$ cat config.mk
export PLATFORM = sky130hd
export DESIGN_NAME = hpc_core
export DESIGN_NICKNAME = d
export VERILOG_FILES = /design/src/verilog/hpc_pkg.sv /design/src/verilog/hpc_pins_if.sv /design/src/verilog/hpc_sync.sv /design/src/verilog/hpc_core.sv
export SDC_FILE = /design/constraint.sdc
export NUM_CORES = 1
export LEC_CHECK = 0
export BUFFER_PORTS_ARGS = -buffer_cell sky130_fd_sc_hd__buf_2
export CAP_MARGIN = 20
export CORE_MARGIN = 2
export CORE_UTILIZATION = 58
export CTS_BUF_LIST = sky130_fd_sc_hd__clkbuf_4
export DETAILED_ROUTE_END_ITERATION = 10
export GPL_ROUTABILITY_DRIVEN = 0
export PLACE_DENSITY = 0.86
export SYNTH_ARGS = -nofsm -noshare
export SYNTH_HDL_FRONTEND = slang
export SYNTH_SLANG_ARGS = --single-unit
export TNS_END_PERCENT = 5
$ cat constraint.sdc
create_clock -name clk_sys -period 5.39 [get_ports clk_sys]
set_clock_uncertainty 0.05 [all_clocks]
set_input_delay 0.8085 -clock clk_sys [delete_from_list [all_inputs] [get_ports clk_sys]]
set_output_delay 0.8085 -clock clk_sys [all_outputs]
set_load 0.1 [all_outputs]
$ cat src/verilog/hpc_pkg.sv
package hpc_pkg;
    // Pin vector layout shared by the synchroniser and the core
    localparam int PIN_W = 11;
    localparam int PIN_SEL_N = 0;
    localparam int PIN_STB_A_N = 1;
    localparam int PIN_STB_B_N = 2;
    localparam int PIN_DIR = 3;
    localparam int PIN_BYTE_ID = 4;
    localparam int PIN_MOD_SEL = 5;
    localparam int PIN_WIDE = 6;
    localparam int PIN_TGT_LO = 7;
    localparam int PIN_TGT_HI = 8;
    localparam int PIN_TRST = 9;
    localparam int PIN_EMU1 = 10;
    // Select, strobes and float pin idle high, everything else low
    // Float pin must reset high or outputs float briefly after every reset
    localparam logic [PIN_W-1:0] PIN_RST = 11'h407;

    // Cycles after reset release before straps are taken (4-flop pipe filled)
    localparam logic [2:0] STRAP_DLY = 3'h4;

    // Register map, byte addresses
    localparam int ADDR_W = 4;
    localparam logic [ADDR_W-1:0] ADDR_CTRL = 4'h0;
    localparam logic [ADDR_W-1:0] ADDR_STATUS = 4'h4;
    localparam logic [ADDR_W-1:0] ADDR_COUNT = 4'h8;

    // Control register fields
    localparam int CTRL_IRQ = 0;
    localparam int CTRL_DONE = 1;

    // Status register fields
    localparam int ST_ENABLED = 0;
    localparam int ST_WIDE = 1;
    localparam int ST_BUSY = 2;
    localparam int ST_DIR = 3;
    localparam int ST_BYTE_ID = 4;
    localparam int ST_FLOAT = 5;
    localparam int ST_TGT_LO = 8;
    localparam int ST_TGT_HI = 9;

    // Access target driven by the host
    typedef enum logic [1:0] {
        HPC_TGT_DATA = 2'b00,
        HPC_TGT_CTRL = 2'b01,
        HPC_TGT_PTR = 2'b10,
        HPC_TGT_DATA_INC = 2'b11
    } hpc_tgt_t;

    // Transfer sequencer
    typedef enum logic [1:0] {
        HPC_IDLE = 2'b00,
        HPC_ACTIVE = 2'b01,
        HPC_RELEASE = 2'b10
    } hpc_state_t;
endpackage

$ cat src/verilog/hpc_pins_if.sv
`timescale 1ns/1ps
interface hpc_pins_if;
    logic [hpc_pkg::PIN_W-1:0] raw;
    logic [hpc_pkg::PIN_W-1:0] stable;
    modport syncer (input raw, output stable);
    modport core (output raw, input stable);
endinterface

$ cat src/verilog/hpc_sync.sv
`timescale 1ns/1ps
module hpc_sync (
    // Clock and reset
    input wire logic clk_sys,
    input wire logic rst_n,
    // Pin vector
    hpc_pins_if.syncer pins
);
    logic [hpc_pkg::PIN_W-1:0] s1_r;
    logic [hpc_pkg::PIN_W-1:0] s2_r;
    logic [hpc_pkg::PIN_W-1:0] s3_r;
    logic [hpc_pkg::PIN_W-1:0] out_r;

    // Three-flop chain; s1 feeds only s2
    always_ff @(posedge clk_sys or negedge rst_n) begin
        if (!rst_n) begin
            s1_r <= hpc_pkg::PIN_RST;
            s2_r <= hpc_pkg::PIN_RST;
            s3_r <= hpc_pkg::PIN_RST;
        end else begin
            s1_r <= pins.raw;
            s2_r <= s1_r;
            s3_r <= s2_r;
        end
    end

    // A bit changes only once stages two and three agree
    genvar i;
    generate
        for (i = 0; i < hpc_pkg::PIN_W; i++) begin : g_bit
            always_ff @(posedge clk_sys or negedge rst_n) begin
                if (!rst_n) begin
                    out_r[i] <= hpc_pkg::PIN_RST[i];
                end else if (s2_r[i] == s3_r[i]) begin
                    out_r[i] <= s3_r[i];
                end
            end
        end
    endgenerate

    assign pins.stable = out_r;
endmodule

$ cat src/verilog/hpc_core.sv
`timescale 1ns/1ps
// Summary of operation
// - Host direction level sets read or write for the transfer in progress.
// - Ready output shows when the port can take the next transfer.
// - Ready output floats while the global output-disable is active.
// - Host interrupt output is driven high while the device is in reset.
// - Host interrupt output floats while the global output-disable is active.
// - Module select is sampled as reset releases; high enables the port.
// - Low module select at reset disables the port until next reset.
// - Wide select low gives byte-multiplexed mode, high gives non-multiplexed.
// - Non-multiplexed mode moves whole 16-bit words on separate buses.
// - Non-multiplexed mode has no interrupts through the host port.
// - Non-multiplexed mode gives no host access to control or pointer.
// - Wide select taken at reset holds for the whole operating period.
// - Output-disable is test reset low with emulation float pin low.
module hpc_core (
    // Clock and reset
    input wire logic clk_sys,
    input wire logic rst_n,
    // Avalon-MM slave
    input wire logic [hpc_pkg::ADDR_W-1:0] avs_address,
    input wire logic avs_read,
    input wire logic avs_write,
    input wire logic [31:0] avs_writedata,
    output logic [31:0] avs_readdata,
    output logic avs_waitrequest,
    // Host-side control pins
    input wire logic host_port_select_n,
    input wire logic host_strobe_a_n,
    input wire logic host_strobe_b_n,
    input wire logic host_dir_select,
    input wire logic host_byte_identify,
    input wire logic [1:0] host_access_target,
    // Reset straps
    input wire logic host_port_module_select,
    input wire logic host_port_wide_select,
    // Test and emulation pins
    input wire logic test_reset,
    input wire logic emulation_pin1_float_n,
    // Host outputs, two-signal form (value and enable)
    output logic host_port_ready_out,
    output logic host_port_ready_oe,
    output logic host_irq_out,
    output logic host_irq_oe,
    // Transfer to core side
    output logic xfer_busy,
    output logic xfer_dir_read,
    output logic xfer_second_byte,
    output logic [1:0] xfer_target
);
    hpc_pins_if pins ();

    // Pack raw pins for the synchroniser
    assign pins.raw = {emulation_pin1_float_n, test_reset, host_access_target,
                       host_port_wide_select, host_port_module_select,
                       host_byte_identify, host_dir_select,
                       host_strobe_b_n, host_strobe_a_n, host_port_select_n};

    hpc_sync u_sync (
        .clk_sys(clk_sys),
        .rst_n(rst_n),
        .pins(pins.syncer)
    );

    logic [hpc_pkg::PIN_W-1:0] pin_s;
    assign pin_s = pins.stable;

    hpc_pkg::hpc_state_t state_r;
    hpc_pkg::hpc_state_t state_nxt;
    logic [2:0] strap_cnt_r;
    logic strap_done_r;
    logic enabled_r;
    logic wide_r;
    logic irq_req_r;
    logic done_req_r;
    logic dir_r;
    logic byte_id_r;
    logic [1:0] target_r;
    logic [15:0] count_r;
    logic float_r;
    logic ready_r;
    logic ready_oe_r;
    logic irq_r;
    logic irq_oe_r;
    logic busy_r;
    logic wait_r;
    logic [31:0] rdata_r;

    // Pin decode
    wire strobe_on = !(pin_s[hpc_pkg::PIN_STB_A_N] && pin_s[hpc_pkg::PIN_STB_B_N]);
    wire selected = !pin_s[hpc_pkg::PIN_SEL_N];
    wire port_live = strap_done_r && enabled_r;
    wire start = port_live && selected && strobe_on;
    wire strobe_off = !strobe_on || !selected;
    wire float_now = !pin_s[hpc_pkg::PIN_TRST] && !pin_s[hpc_pkg::PIN_EMU1];
    wire [1:0] tgt_pin = pin_s[hpc_pkg::PIN_TGT_HI:hpc_pkg::PIN_TGT_LO];
    // Wide mode maps every access to data; control and pointer unreachable
    wire [1:0] tgt_eff = wide_r ? hpc_pkg::HPC_TGT_DATA : tgt_pin;

    // Bus decode
    wire bus_req = avs_read || avs_write;
    wire bus_take = bus_req && !wait_r;
    wire hit_ctrl = avs_address == hpc_pkg::ADDR_CTRL;
    wire hit_status = avs_address == hpc_pkg::ADDR_STATUS;
    wire hit_count = avs_address == hpc_pkg::ADDR_COUNT;
    wire wr_ctrl = avs_write && bus_take && hit_ctrl;
    wire done_wr = wr_ctrl && avs_writedata[hpc_pkg::CTRL_DONE];

    wire [31:0] ctrl_word = {30'h0, done_req_r, irq_req_r};
    wire [31:0] status_word = {22'h0, target_r, 2'h0, float_r, byte_id_r, dir_r,
                               (state_r != hpc_pkg::HPC_IDLE), wide_r, enabled_r};
    wire [31:0] rd_mux = hit_ctrl ? ctrl_word :
                         hit_status ? status_word :
                         hit_count ? {16'h0, count_r} : 32'h0;

    // Straps are taken once the pin pipe is full after reset release
    always_ff @(posedge clk_sys or negedge rst_n) begin
        if (!rst_n) begin
            strap_cnt_r <= 3'h0;
            strap_done_r <= 1'b0;
            enabled_r <= 1'b0;
            wide_r <= 1'b0;
        end else if (!strap_done_r) begin
            strap_cnt_r <= strap_cnt_r + 3'h1;
            if (strap_cnt_r == hpc_pkg::STRAP_DLY) begin
                strap_done_r <= 1'b1;
                enabled_r <= pin_s[hpc_pkg::PIN_MOD_SEL];
                wide_r <= pin_s[hpc_pkg::PIN_WIDE];
            end
        end
    end

    // Transfer sequencer: busy from strobe until software completes it and the host drops strobe or select
    always_comb begin
        state_nxt = state_r;
        case (state_r)
            hpc_pkg::HPC_IDLE: begin
                if (start) begin
                    state_nxt = hpc_pkg::HPC_ACTIVE;
                end
            end
            hpc_pkg::HPC_ACTIVE: begin
                if (done_req_r || done_wr) begin
                    state_nxt = hpc_pkg::HPC_RELEASE;
                end
            end
            hpc_pkg::HPC_RELEASE: begin
                if (strobe_off) begin
                    state_nxt = hpc_pkg::HPC_IDLE;
                end
            end
            default: begin
                state_nxt = hpc_pkg::HPC_IDLE;
            end
        endcase
    end

    always_ff @(posedge clk_sys or negedge rst_n) begin
        if (!rst_n) begin
            state_r <= hpc_pkg::HPC_IDLE;
        end else begin
            state_r <= state_nxt;
        end
    end

    // Capture direction, byte order and target at transfer start
    always_ff @(posedge clk_sys or negedge rst_n) begin
        if (!rst_n) begin
            dir_r <= 1'b0;
            byte_id_r <= 1'b0;
            target_r <= hpc_pkg::HPC_TGT_DATA;
            count_r <= 16'h0;
        end else if (state_r == hpc_pkg::HPC_IDLE && start) begin
            dir_r <= pin_s[hpc_pkg::PIN_DIR];
            byte_id_r <= !wide_r && pin_s[hpc_pkg::PIN_BYTE_ID];
            target_r <= tgt_eff;
            count_r <= count_r + 16'h1;
        end
    end

    // Control bits; a done arriving while idle is dropped, not held
    always_ff @(posedge clk_sys or negedge rst_n) begin
        if (!rst_n) begin
            irq_req_r <= 1'b0;
            done_req_r <= 1'b0;
        end else begin
            if (wr_ctrl) begin
                irq_req_r <= avs_writedata[hpc_pkg::CTRL_IRQ];
            end
            done_req_r <= 1'b0;
        end
    end

    // Pin drivers; interrupt is active low so reset leaves it high
    always_ff @(posedge clk_sys or negedge rst_n) begin
        if (!rst_n) begin
            float_r <= 1'b0;
            ready_r <= 1'b0;
            ready_oe_r <= 1'b1;
            irq_r <= 1'b1;
            irq_oe_r <= 1'b1;
            busy_r <= 1'b0;
        end else begin
            float_r <= float_now;
            ready_r <= port_live && state_nxt == hpc_pkg::HPC_IDLE;
            ready_oe_r <= !float_now;
            irq_r <= !(irq_req_r && port_live && !wide_r);
            irq_oe_r <= !float_now;
            busy_r <= state_nxt != hpc_pkg::HPC_IDLE; // Tracks state_r, but from a flop
        end
    end

    // Avalon: one wait cycle, then the answer edge
    always_ff @(posedge clk_sys or negedge rst_n) begin
        if (!rst_n) begin
            wait_r <= 1'b1;
            rdata_r <= 32'h0;
        end else begin
            wait_r <= !(bus_req && wait_r);
            if (bus_req && wait_r) begin
                rdata_r <= rd_mux;
            end
        end
    end

    assign avs_waitrequest = wait_r;
    assign avs_readdata = rdata_r;
    assign host_port_ready_out = ready_r;
    assign host_port_ready_oe = ready_oe_r;
    assign host_irq_out = irq_r;
    assign host_irq_oe = irq_oe_r;
    assign xfer_busy = busy_r;
    assign xfer_dir_read = dir_r;
    assign xfer_second_byte = byte_id_r;
    assign xfer_target = target_r;
endmodule

Yosys cells after proc, flatten, opt, wreduce, memory -nomap -nowiden
Cells that the tools add are included.
- flip-flop bits (word level): 111
- latch bits: 0
- bits in writable memories: 0
- memory bits (read-only): 0
- input bits: 51
- word-level logic and storage cells: 92
- memories: 0
- add/subtract/negate cells: 2
- multiply operators: 0
- div/mod/pow operators: 0
- $lt $le $gt $ge: 0
- equal/unequal tests: 16
- shifts and indexed selects: 0
- mux-type cells: 10
- bitwise operators: 1
- reductions and logical operators: 32
- operator list (cell ; count):
    $mux 16 ; 3
    $add 16x1->16 const B ; 1
    $logic_and 1x1->1 ; 15
    $eq 1x1->1 ; 11
    $logic_not 1->1 ; 9
    $mux 2 ; 4
    $pmux 2 s3 ; 1
    $eq 4x3->1 const B ; 1
    $eq 4x4->1 const B ; 1
    $logic_not 2->1 ; 2
    $logic_not 4->1 ; 1
    $reduce_bool 2->1 ; 2
    $add 3x1->3 const B ; 1
    $eq 3x3->1 const B ; 1
    $eq 2x1->1 const B ; 1
    $eq 2x2->1 const B ; 1
    $logic_or 1x1->1 ; 2
    $mux 1 ; 2
    $reduce_and 2->1 ; 1
    $not 1->1 ; 1

Longest topological paths before layout
Gate-level depths: netlist of the first run.
- word-level depth: 9
- gate-level depth with buffers: 6

Cells and area by module
A second synthesis of the first run with hierarchy kept.
- cells, all modules: 249
- area total of the unflattened synthesis: 3554.7 µm²
- by module, submodules not included (module ; instances ; cells each ; area each (µm²) ; sequential area each (µm²)):
    hpc_core ; 1 ; 194 ; 2309.7 ; 1280.0
    hpc_sync ; 1 ; 55 ; 1244.9 ; 1121.1

Least setup slack after synthesis of the first run
Ideal clock, no wire load.
- path type: input -> register
- from: input avs_address[3] (netlist name)
- to: register state_r[0]
- setup time: 127 ps
- arrival time: 1900 ps
- required time: 5213 ps
- path slack: 3312 ps
- cell stages on the path: 4
- path buffers: 0
- path through: or4b_1 > nor3_1 > a21oi_1 > or2_2
- cells in the longest elaborated chain, start to end: 5
- ends and longest elaborated chain (item ; line ; text):
    from (decl) ; hpc_core.sv:21 ; input wire logic [hpc_pkg::ADDR_W-1:0] avs_address,
    $logic_not 4->1 ; hpc_core.sv:103 ; wire hit_ctrl = avs_address == hpc_pkg::ADDR_CTRL;
    $logic_and 1x1->1 ; hpc_core.sv:106 ; wire wr_ctrl = avs_write && bus_take && hit_ctrl;
    $logic_and 1x1->1 ; hpc_core.sv:107 ; wire done_wr = wr_ctrl && avs_writedata[hpc_pkg::CTRL_DONE];
    $mux 2 ; hpc_core.sv:143 ; if (done_req_r || done_wr) begin
    $pmux 2 s3 ; hpc_core.sv:136 ; case (state_r)
    named net state_nxt[0] ; hpc_core.sv:69 ; hpc_pkg::hpc_state_t state_nxt;
    to (signal assigned) ; hpc_core.sv:160 ; state_r <= hpc_pkg::HPC_IDLE;
    to (signal assigned) ; hpc_core.sv:162 ; state_r <= state_nxt;
    to (decl) ; hpc_core.sv:68 ; hpc_pkg::hpc_state_t state_r;
The timed path passes the listed nets, and every way through them passes these cells.
A chain may end at the register's enable or synchronous reset.

Worst setup path after layout of the first run
- from: register wait_r, in the netlist avs_waitrequest
- to: output avs_waitrequest
- RTL lines (item ; line ; text):
    from (decl) ; hpc_core.sv:86 ; logic wait_r;
    from (signal assigned) ; hpc_core.sv:219 ; wait_r <= !(bus_req && wait_r);
    to (decl) ; hpc_core.sv:26 ; output logic avs_waitrequest,
No word-level cell between the ends.

==> results.json, run 1 <==
{
  "p_int_w": 0.00104,
  "worst_r2r_path_depth": 4,
  "first_global_vias": 2003,
  "tns_ns": 0,
  "layout_common_cells": "dfrtp_1, buf_2, nand2_1",
  "syn2layout_area_growth_pct": 11.6,
  "max_stage_delay_ns": 0.56,
  "tightest_slew_ns": 0.748,
  "synth_seq_cells": 95,
  "layout-drive-gt1-share_pct": 31.2,
  "rsz0062_at_grt": "no",
  "htreeDepth": 3,
  "cts_resized": 0,
  "switchingPower_w": 0.000562,
  "antenna_cells": 0,
  "min_path_type": "in -> async",
  "layout.nets": 366,
  "finalHoldViolCount": 0,
  "dieArea_um2": 6810,
  "path_class": "reg -> out",
  "crit_fanout": 3,
  "yosys_warnings": 0,
  "max_clock_freq_ghz": 0.445,
  "clock_latency_ns": 0.42,
  "dp_hpwl_mm": 3.90,
  "initial_utilization_pct": 60.1,
  "synthArstFlopShare_pct": 100,
  "pwr-share-clk_pct": 26.1,
  "dr.pass1.iters": 4,
  "cp-startpoint": "avs_waitrequest",
  "worstPathCellList": "buf_2",
  "post_cts_buffers": 0,
  "r2r_end": "count_r[15]",
  "syn_inst": 260,
  "ir_drop_mv": 0.276,
  "p_leak_nw": 1.87,
  "top_layer_used": "met4",
  "cp-start-kind": "flop",
  "grt_overflow": 0,
  "fin_crit_sh_pct": 41.7,
  "cp_data_arrival_time_ns": 1.39,
  "vias_per_cell": 5.16,
  "numClockSinks": 95,
  "final_core_util_pct": 67.0,
  "avgSynthCellArea_um2": 13.8,
  "cts_made_buffers": 9,
  "antenna_found_initial": 0,
  "placementRows": 28,
  "numPortBuffers": 46,
  "hold_buffers": 0,
  "cp_num_buf_inv": 1,
  "die_w_um": 82.5,
  "first_iter_violations": 113,
  "grt_max_degree": 53,
  "synth_seq_area_share_pct": 67.1,
  "period_needed_ns": 2.25,
  "layout_commonest_cell": "dfrtp_1",
  "wl_per_cell_um": 14.3,
  "track_usage_pct": 18.4,
  "max-slew-margin-rel_pct": 50.0,
  "yosys_most_used_dff": "dfrtp_1",
  "end_kind": "primary output",
  "clkTransAtPathRegs_ns": 0.13,
  "drc": 0,
  "comb_power_share_pct": 22.2,
  "worstPathRequired_ns": 4.53,
  "final_area_um2": 3990,
  "cts_tree": "done",
  "detail-route-antenna-nets": 0,
  "grt_pass1_wl_mm": 9.22,
  "clock_path_buffers": 2,
  "path_delay_family": "flip-flops",
  "r2r_slack_ns": 3.39,
  "wl_met1_mm": 2.56,
  "setup_viol": 0,
  "drv_slew": 0,
  "wl_met2_mm": 2.65,
  "fp.dieH_um": 82.5,
  "pin_count": 93,
  "drv_cap": 0,
  "post_dp_cell_area_um2": 3830,
  "synth_edf_count": 0,
  "routed_wl_mm": 5.60,
  "status": "complete, no violations",
  "synth_cell_types": 43,
  "power_density_nw_per_um2": 402,
  "r2r-start": "u_sync.pins.stable[1]",
  "synth_area_um2": 3580,
  "power_w": 0.00160,
  "dr_wl_met3_um": 252,
  "via_count": 2024,
  "core_area_um2": 5960,
  "p_sw_share_pct": 35.0,
  "pwr-share-seq_pct": 51.6,
  "root_buffer": "clkbuf_4",
  "slowest_stage": "dfstp_2"
}
[power groups by stage]
stage / sequential [W] / combinational (W) / clock, W
floorplan: 0.000992 / 0.000139 / 0
global placement: 0.000839 / 0.000351 / 0
detailed placement: 0.000843 / 0.000358 / 0
CTS: 0.000829 / 0.000359 / 0.000429
global route: 0.000838 / 0.000377 / 0.000461
finish: 0.000828 / 0.000357 / 0.000419
[cell type report]
cell class	instances	area (µm²)
Multi-Input combinational cell	150	1050
Clock inverter	5	82.6
Inverter	8	30.0
Tap cell	75	93.8
Clock buffer	11	82.6
Timing Repair Buffer	48	248
Fill cell	448	1960
Sequential cell	95	2400
[worst max path at each step]
| stage | endpoint | slack (ns) | cells past startpoint |
|---|---|---|---|
| final | avs_waitrequest | 3.14 | 1 |
| after global routing | host_irq_oe | 3.08 | 1 |
| after CTS | avs_waitrequest | 3.11 | 1 |
| after detailed placement | avs_readdata[15] | 2.83 | 4 |
| after global placement | avs_readdata[7] | 2.89 | 4 |
| after floorplan | state_r[0] | 3.31 | 4 |
[cell families after synthesis]
logic type | count (synthesis) | share of synthesized area (%)
flip-flops | 95 | 67.1
adder cells (fa/ha/maj) | 14 | 4.13
buffers and inverters | 30 | 4.97
AND/OR/NAND/NOR | 65 | 11.5
multiplexers | 5 | 1.54
AO/OA/AOI/OAI | 33 | 6.44
XOR/XNOR | 17 | 4.16
other | 1 | 0.105
[metrics by stage]
step                      worst slack [ns]  hold slack (ns)  cells
after detailed placement              2.83            0.285    376
after global routing                  3.08            0.310    392
final                                 3.14            0.296    392
after CTS                             3.11            0.284    392
after global placement                2.89            0.282    376
after floorplan                       3.31            0.281    275
[cell usage after synthesis, drive strengths merged, types with 2 or more instances]
| cell | number | share of area, % |
|---|---|---|
| or2 | 3 | 0.52 |
| clkbuf | 4 | 0.42 |
| o21ai | 11 | 1.5 |
| dfstp | 19 | 14 |
| mux2 | 4 | 1.3 |
| nand2b | 2 | 0.35 |
| a21o | 2 | 0.42 |
| a21oi | 4 | 0.56 |
| xnor2 | 11 | 2.7 |
| a22o | 8 | 2.0 |
| buf | 18 | 3.7 |
| or4b | 2 | 0.56 |
| ha | 3 | 1.0 |
| nand4 | 3 | 0.52 |
| nand3 | 5 | 1.0 |
| nand3b | 5 | 1.4 |
| xor2 | 6 | 1.5 |
| dfrtp | 76 | 53 |
| maj3 | 11 | 3.1 |
| a22oi | 6 | 1.3 |
| nor2 | 5 | 0.52 |
| nor3 | 4 | 0.70 |
| nor4 | 2 | 0.94 |
| and3 | 2 | 0.35 |
| inv | 8 | 0.84 |
| nor2b | 2 | 0.35 |
| nand2 | 24 | 2.5 |
[flip-flops by register name, indices dropped and copies added (netlist names)]
| name | cells |
|---|---|
| avs_readdata | 16 |
| count_r | 16 |
| u_sync.pins.stable | 11 |
| u_sync.s1_r | 11 |
| u_sync.s2_r | 11 |
| u_sync.s3_r | 11 |
| strap_cnt_r | 3 |
| state_r | 2 |
| xfer_target | 2 |
| avs_waitrequest | 1 |
| enabled_r | 1 |
| float_r | 1 |
| host_irq_oe | 1 |
| host_irq_out | 1 |
| host_port_ready_out | 1 |
| irq_req_r | 1 |
| strap_done_r | 1 |
| wide_r | 1 |
| xfer_busy | 1 |
| xfer_dir_read | 1 |
| xfer_second_byte | 1 |
[layer usage]
| metal | global-route usage, % | vias to the layer above |
|---|---|---|
| li1 | - | 965 |
| met1 | 24.3 | 985 |
| met2 | 28.9 | 61 |
| met3 | 3.59 | 13 |
| met4 | 9.84 | 0 |
| met5 | 0 | - |
Power figures use the tool's default switching activity.
==> run 2: changes to the inputs <==
--- a/config.mk
+++ b/config.mk
@@ -8,11 +8,11 @@
 export BUFFER_PORTS_ARGS = -buffer_cell sky130_fd_sc_hd__buf_2
 export CAP_MARGIN = 20
 export CORE_MARGIN = 2
-export CORE_UTILIZATION = 58
+export CORE_UTILIZATION = 49
 export CTS_BUF_LIST = sky130_fd_sc_hd__clkbuf_4
 export DETAILED_ROUTE_END_ITERATION = 10
 export GPL_ROUTABILITY_DRIVEN = 0
-export PLACE_DENSITY = 0.86
+export PLACE_DENSITY = 0.78
 export SYNTH_ARGS = -nofsm -noshare
 export SYNTH_HDL_FRONTEND = slang
 export SYNTH_SLANG_ARGS = --single-unit
==> constraint.sdc (replaced) <==
create_clock -name clk_sys -period 2 [get_ports clk_sys]
set_clock_uncertainty 0.05 [all_clocks]
set_input_delay 0.3 -clock clk_sys [delete_from_list [all_inputs] [get_ports clk_sys]]
set_output_delay 0.3 -clock clk_sys [all_outputs]
set_load 0.1 [all_outputs]
==> results.json, run 2 (same netlist as run 1, synthesis figures left out) <==
{
  "fin_crit_sh_pct": 92.5,
  "grt_overflow": 0,
  "layout-drive-gt1-share_pct": 32.0,
  "first_iter_violations": 115,
  "met1_usage_pct": 21.5,
  "routed_wl_mm": 5.93,
  "cts_resized": 0,
  "die_w_um": 89.4,
  "dr.pass1.iters": 4,
  "setup_viol": 0,
  "initial_utilization_pct": 49.9,
  "fillers": 597,
  "antenna_found_initial": 0,
  "ir_drop_mv": 0.487,
  "power_w": 0.00424,
  "layout_common_cells": "dfrtp_1, buf_2, nand2_1",
  "drc": 0,
  "max_stage_delay_ns": 0.48,
  "clkTransAtPathRegs_ns": 0.14,
  "fp.dieH_um": 89.4,
  "vias_per_cell": 4.86,
  "clock_latency_ns": 0.44,
  "power_density_nw_per_um2": 1010,
  "grt_pass1_wl_mm": 9.76,
  "wl_per_cell_um": 13.6,
  "worstPathCellList": "a211o_4, nor4_4, or4b_1, xnor2_1",
  "clock_path_buffers": 2,
  "track_usage_pct": 16.6,
  "end_kind": "flop",
  "use_met2_pct": 26.3,
  "syn2layout_area_growth_pct": 17.3,
  "grt.busiest_layer": "met2",
  "numClockSinks": 95,
  "layout.nets": 387,
  "slowest_stage": "or4b_1",
  "path_delay_family": "simple AND/OR/NAND/NOR gates",
  "antenna_cells": 0,
  "cp_num_buf_inv": 0,
  "numPortBuffers": 46,
  "path_class": "reg -> reg",
  "grt_max_degree": 35,
  "dieArea_um2": 8000,
  "dp_hpwl_mm": 4.13,
  "cp-start-kind": "flop",
  "rsz0062_at_grt": "no",
  "drv_slew": 0,
  "p_leak_nw": 1.96,
  "crit_fanout": 6,
  "first_global_vias": 2036,
  "multi_input_area_um2": 1050,
  "finalHoldViolCount": 0,
  "htreeDepth": 3,
  "cts_made_buffers": 9,
  "core_area_um2": 7180,
  "root_buffer": "clkbuf_4",
  "detail-route-antenna-nets": 0,
  "min_path_type": "in -> reg",
  "via_count": 2125,
  "whs_ns": 0.0386,
  "cp_data_arrival_time_ns": 2.13,
  "drv_cap": 0,
  "placementRows": 31,
  "worstPathRequired_ns": 2.28,
  "seqCellArea_um2": 2400,
  "max_clock_freq_ghz": 0.541,
  "period_needed_ns": 1.85,
  "layout_commonest_cell": "dfrtp_1",
  "met3_usage_pct": 3.60,
  "cts_tree": "done",
  "pin_count": 93,
  "status": "complete, no violations"
}
[run 2: report_power, final]
part           internal (W)  switching, W  total [W]
logic              0.000195      0.000792   0.000988
registers           0.00210      0.000131    0.00223
clock network      0.000383      0.000637    0.00102
total               0.00268       0.00156    0.00424
[run 2: worst reg2reg max path, stage by stage (launching register included)]
cell     delay [ns]
dfstp_2        0.41
a211o_4        0.37
nor4_4         0.29
or4b_1         0.48
xnor2_1        0.14
[run 2: through the flow]
step	std cells	cell area, µm²	TNS (ns)	utilization [%]	setup slack (ns)
detailed placement	409	3940	0	54.9	0.160
global placement	409	3940	0	54.9	0.180
floorplan	275	3630	-0.0478	-	-0.00597
finish	437	4200	0	58.5	0.150
CTS	437	4200	0	58.5	0.128
global route	437	4200	0	58.5	0.0717
[run 2: worst paths after layout]
kind | endpoint | cells after the start | from | slack, ns
worst min-delay path | avs_waitrequest | 2 | avs_read | 0.04
min in group asynchronous | count_r[11] | 2 | rst_n | 0.28
worst max register to register | count_r[15] | 4 | u_sync.pins.stable[1] | 0.15
worst max-delay path | count_r[15] | 4 | u_sync.pins.stable[1] | 0.15
max in group asynchronous | u_sync.pins.stable[1] | 3 | rst_n | 0.95
worst min register to register | u_sync.s2_r[5] | 0 | u_sync.s1_r[5] | 0.31
[run 2: repair_timing]
| item | 4_1_cts | 5_1_grt |
|---|---|---|
| buffers inserted | 0 | 0 |
| hold buffers | 12 | 0 |
| hold endpoints to repair | 35 | 0 |
[run 2: metal layers]
metal,vias up,part of all wire (%)
met2,58,48
met1,1051,46
li1,1006,-
met3,10,3.8
met5,-,0
met4,0,2.2
[run 2: cell type report]
| class | count | share of cell area [%] |
|---|---|---|
| Sequential cell | 95 | 57.2 |
| Multi-Input combinational cell | 150 | 25.1 |
| Timing Repair Buffer | 69 | 10.7 |
| Tap cell | 99 | 2.95 |
| Clock inverter | 7 | 1.73 |
| Clock buffer | 9 | 1.61 |
| Inverter | 8 | 0.715 |
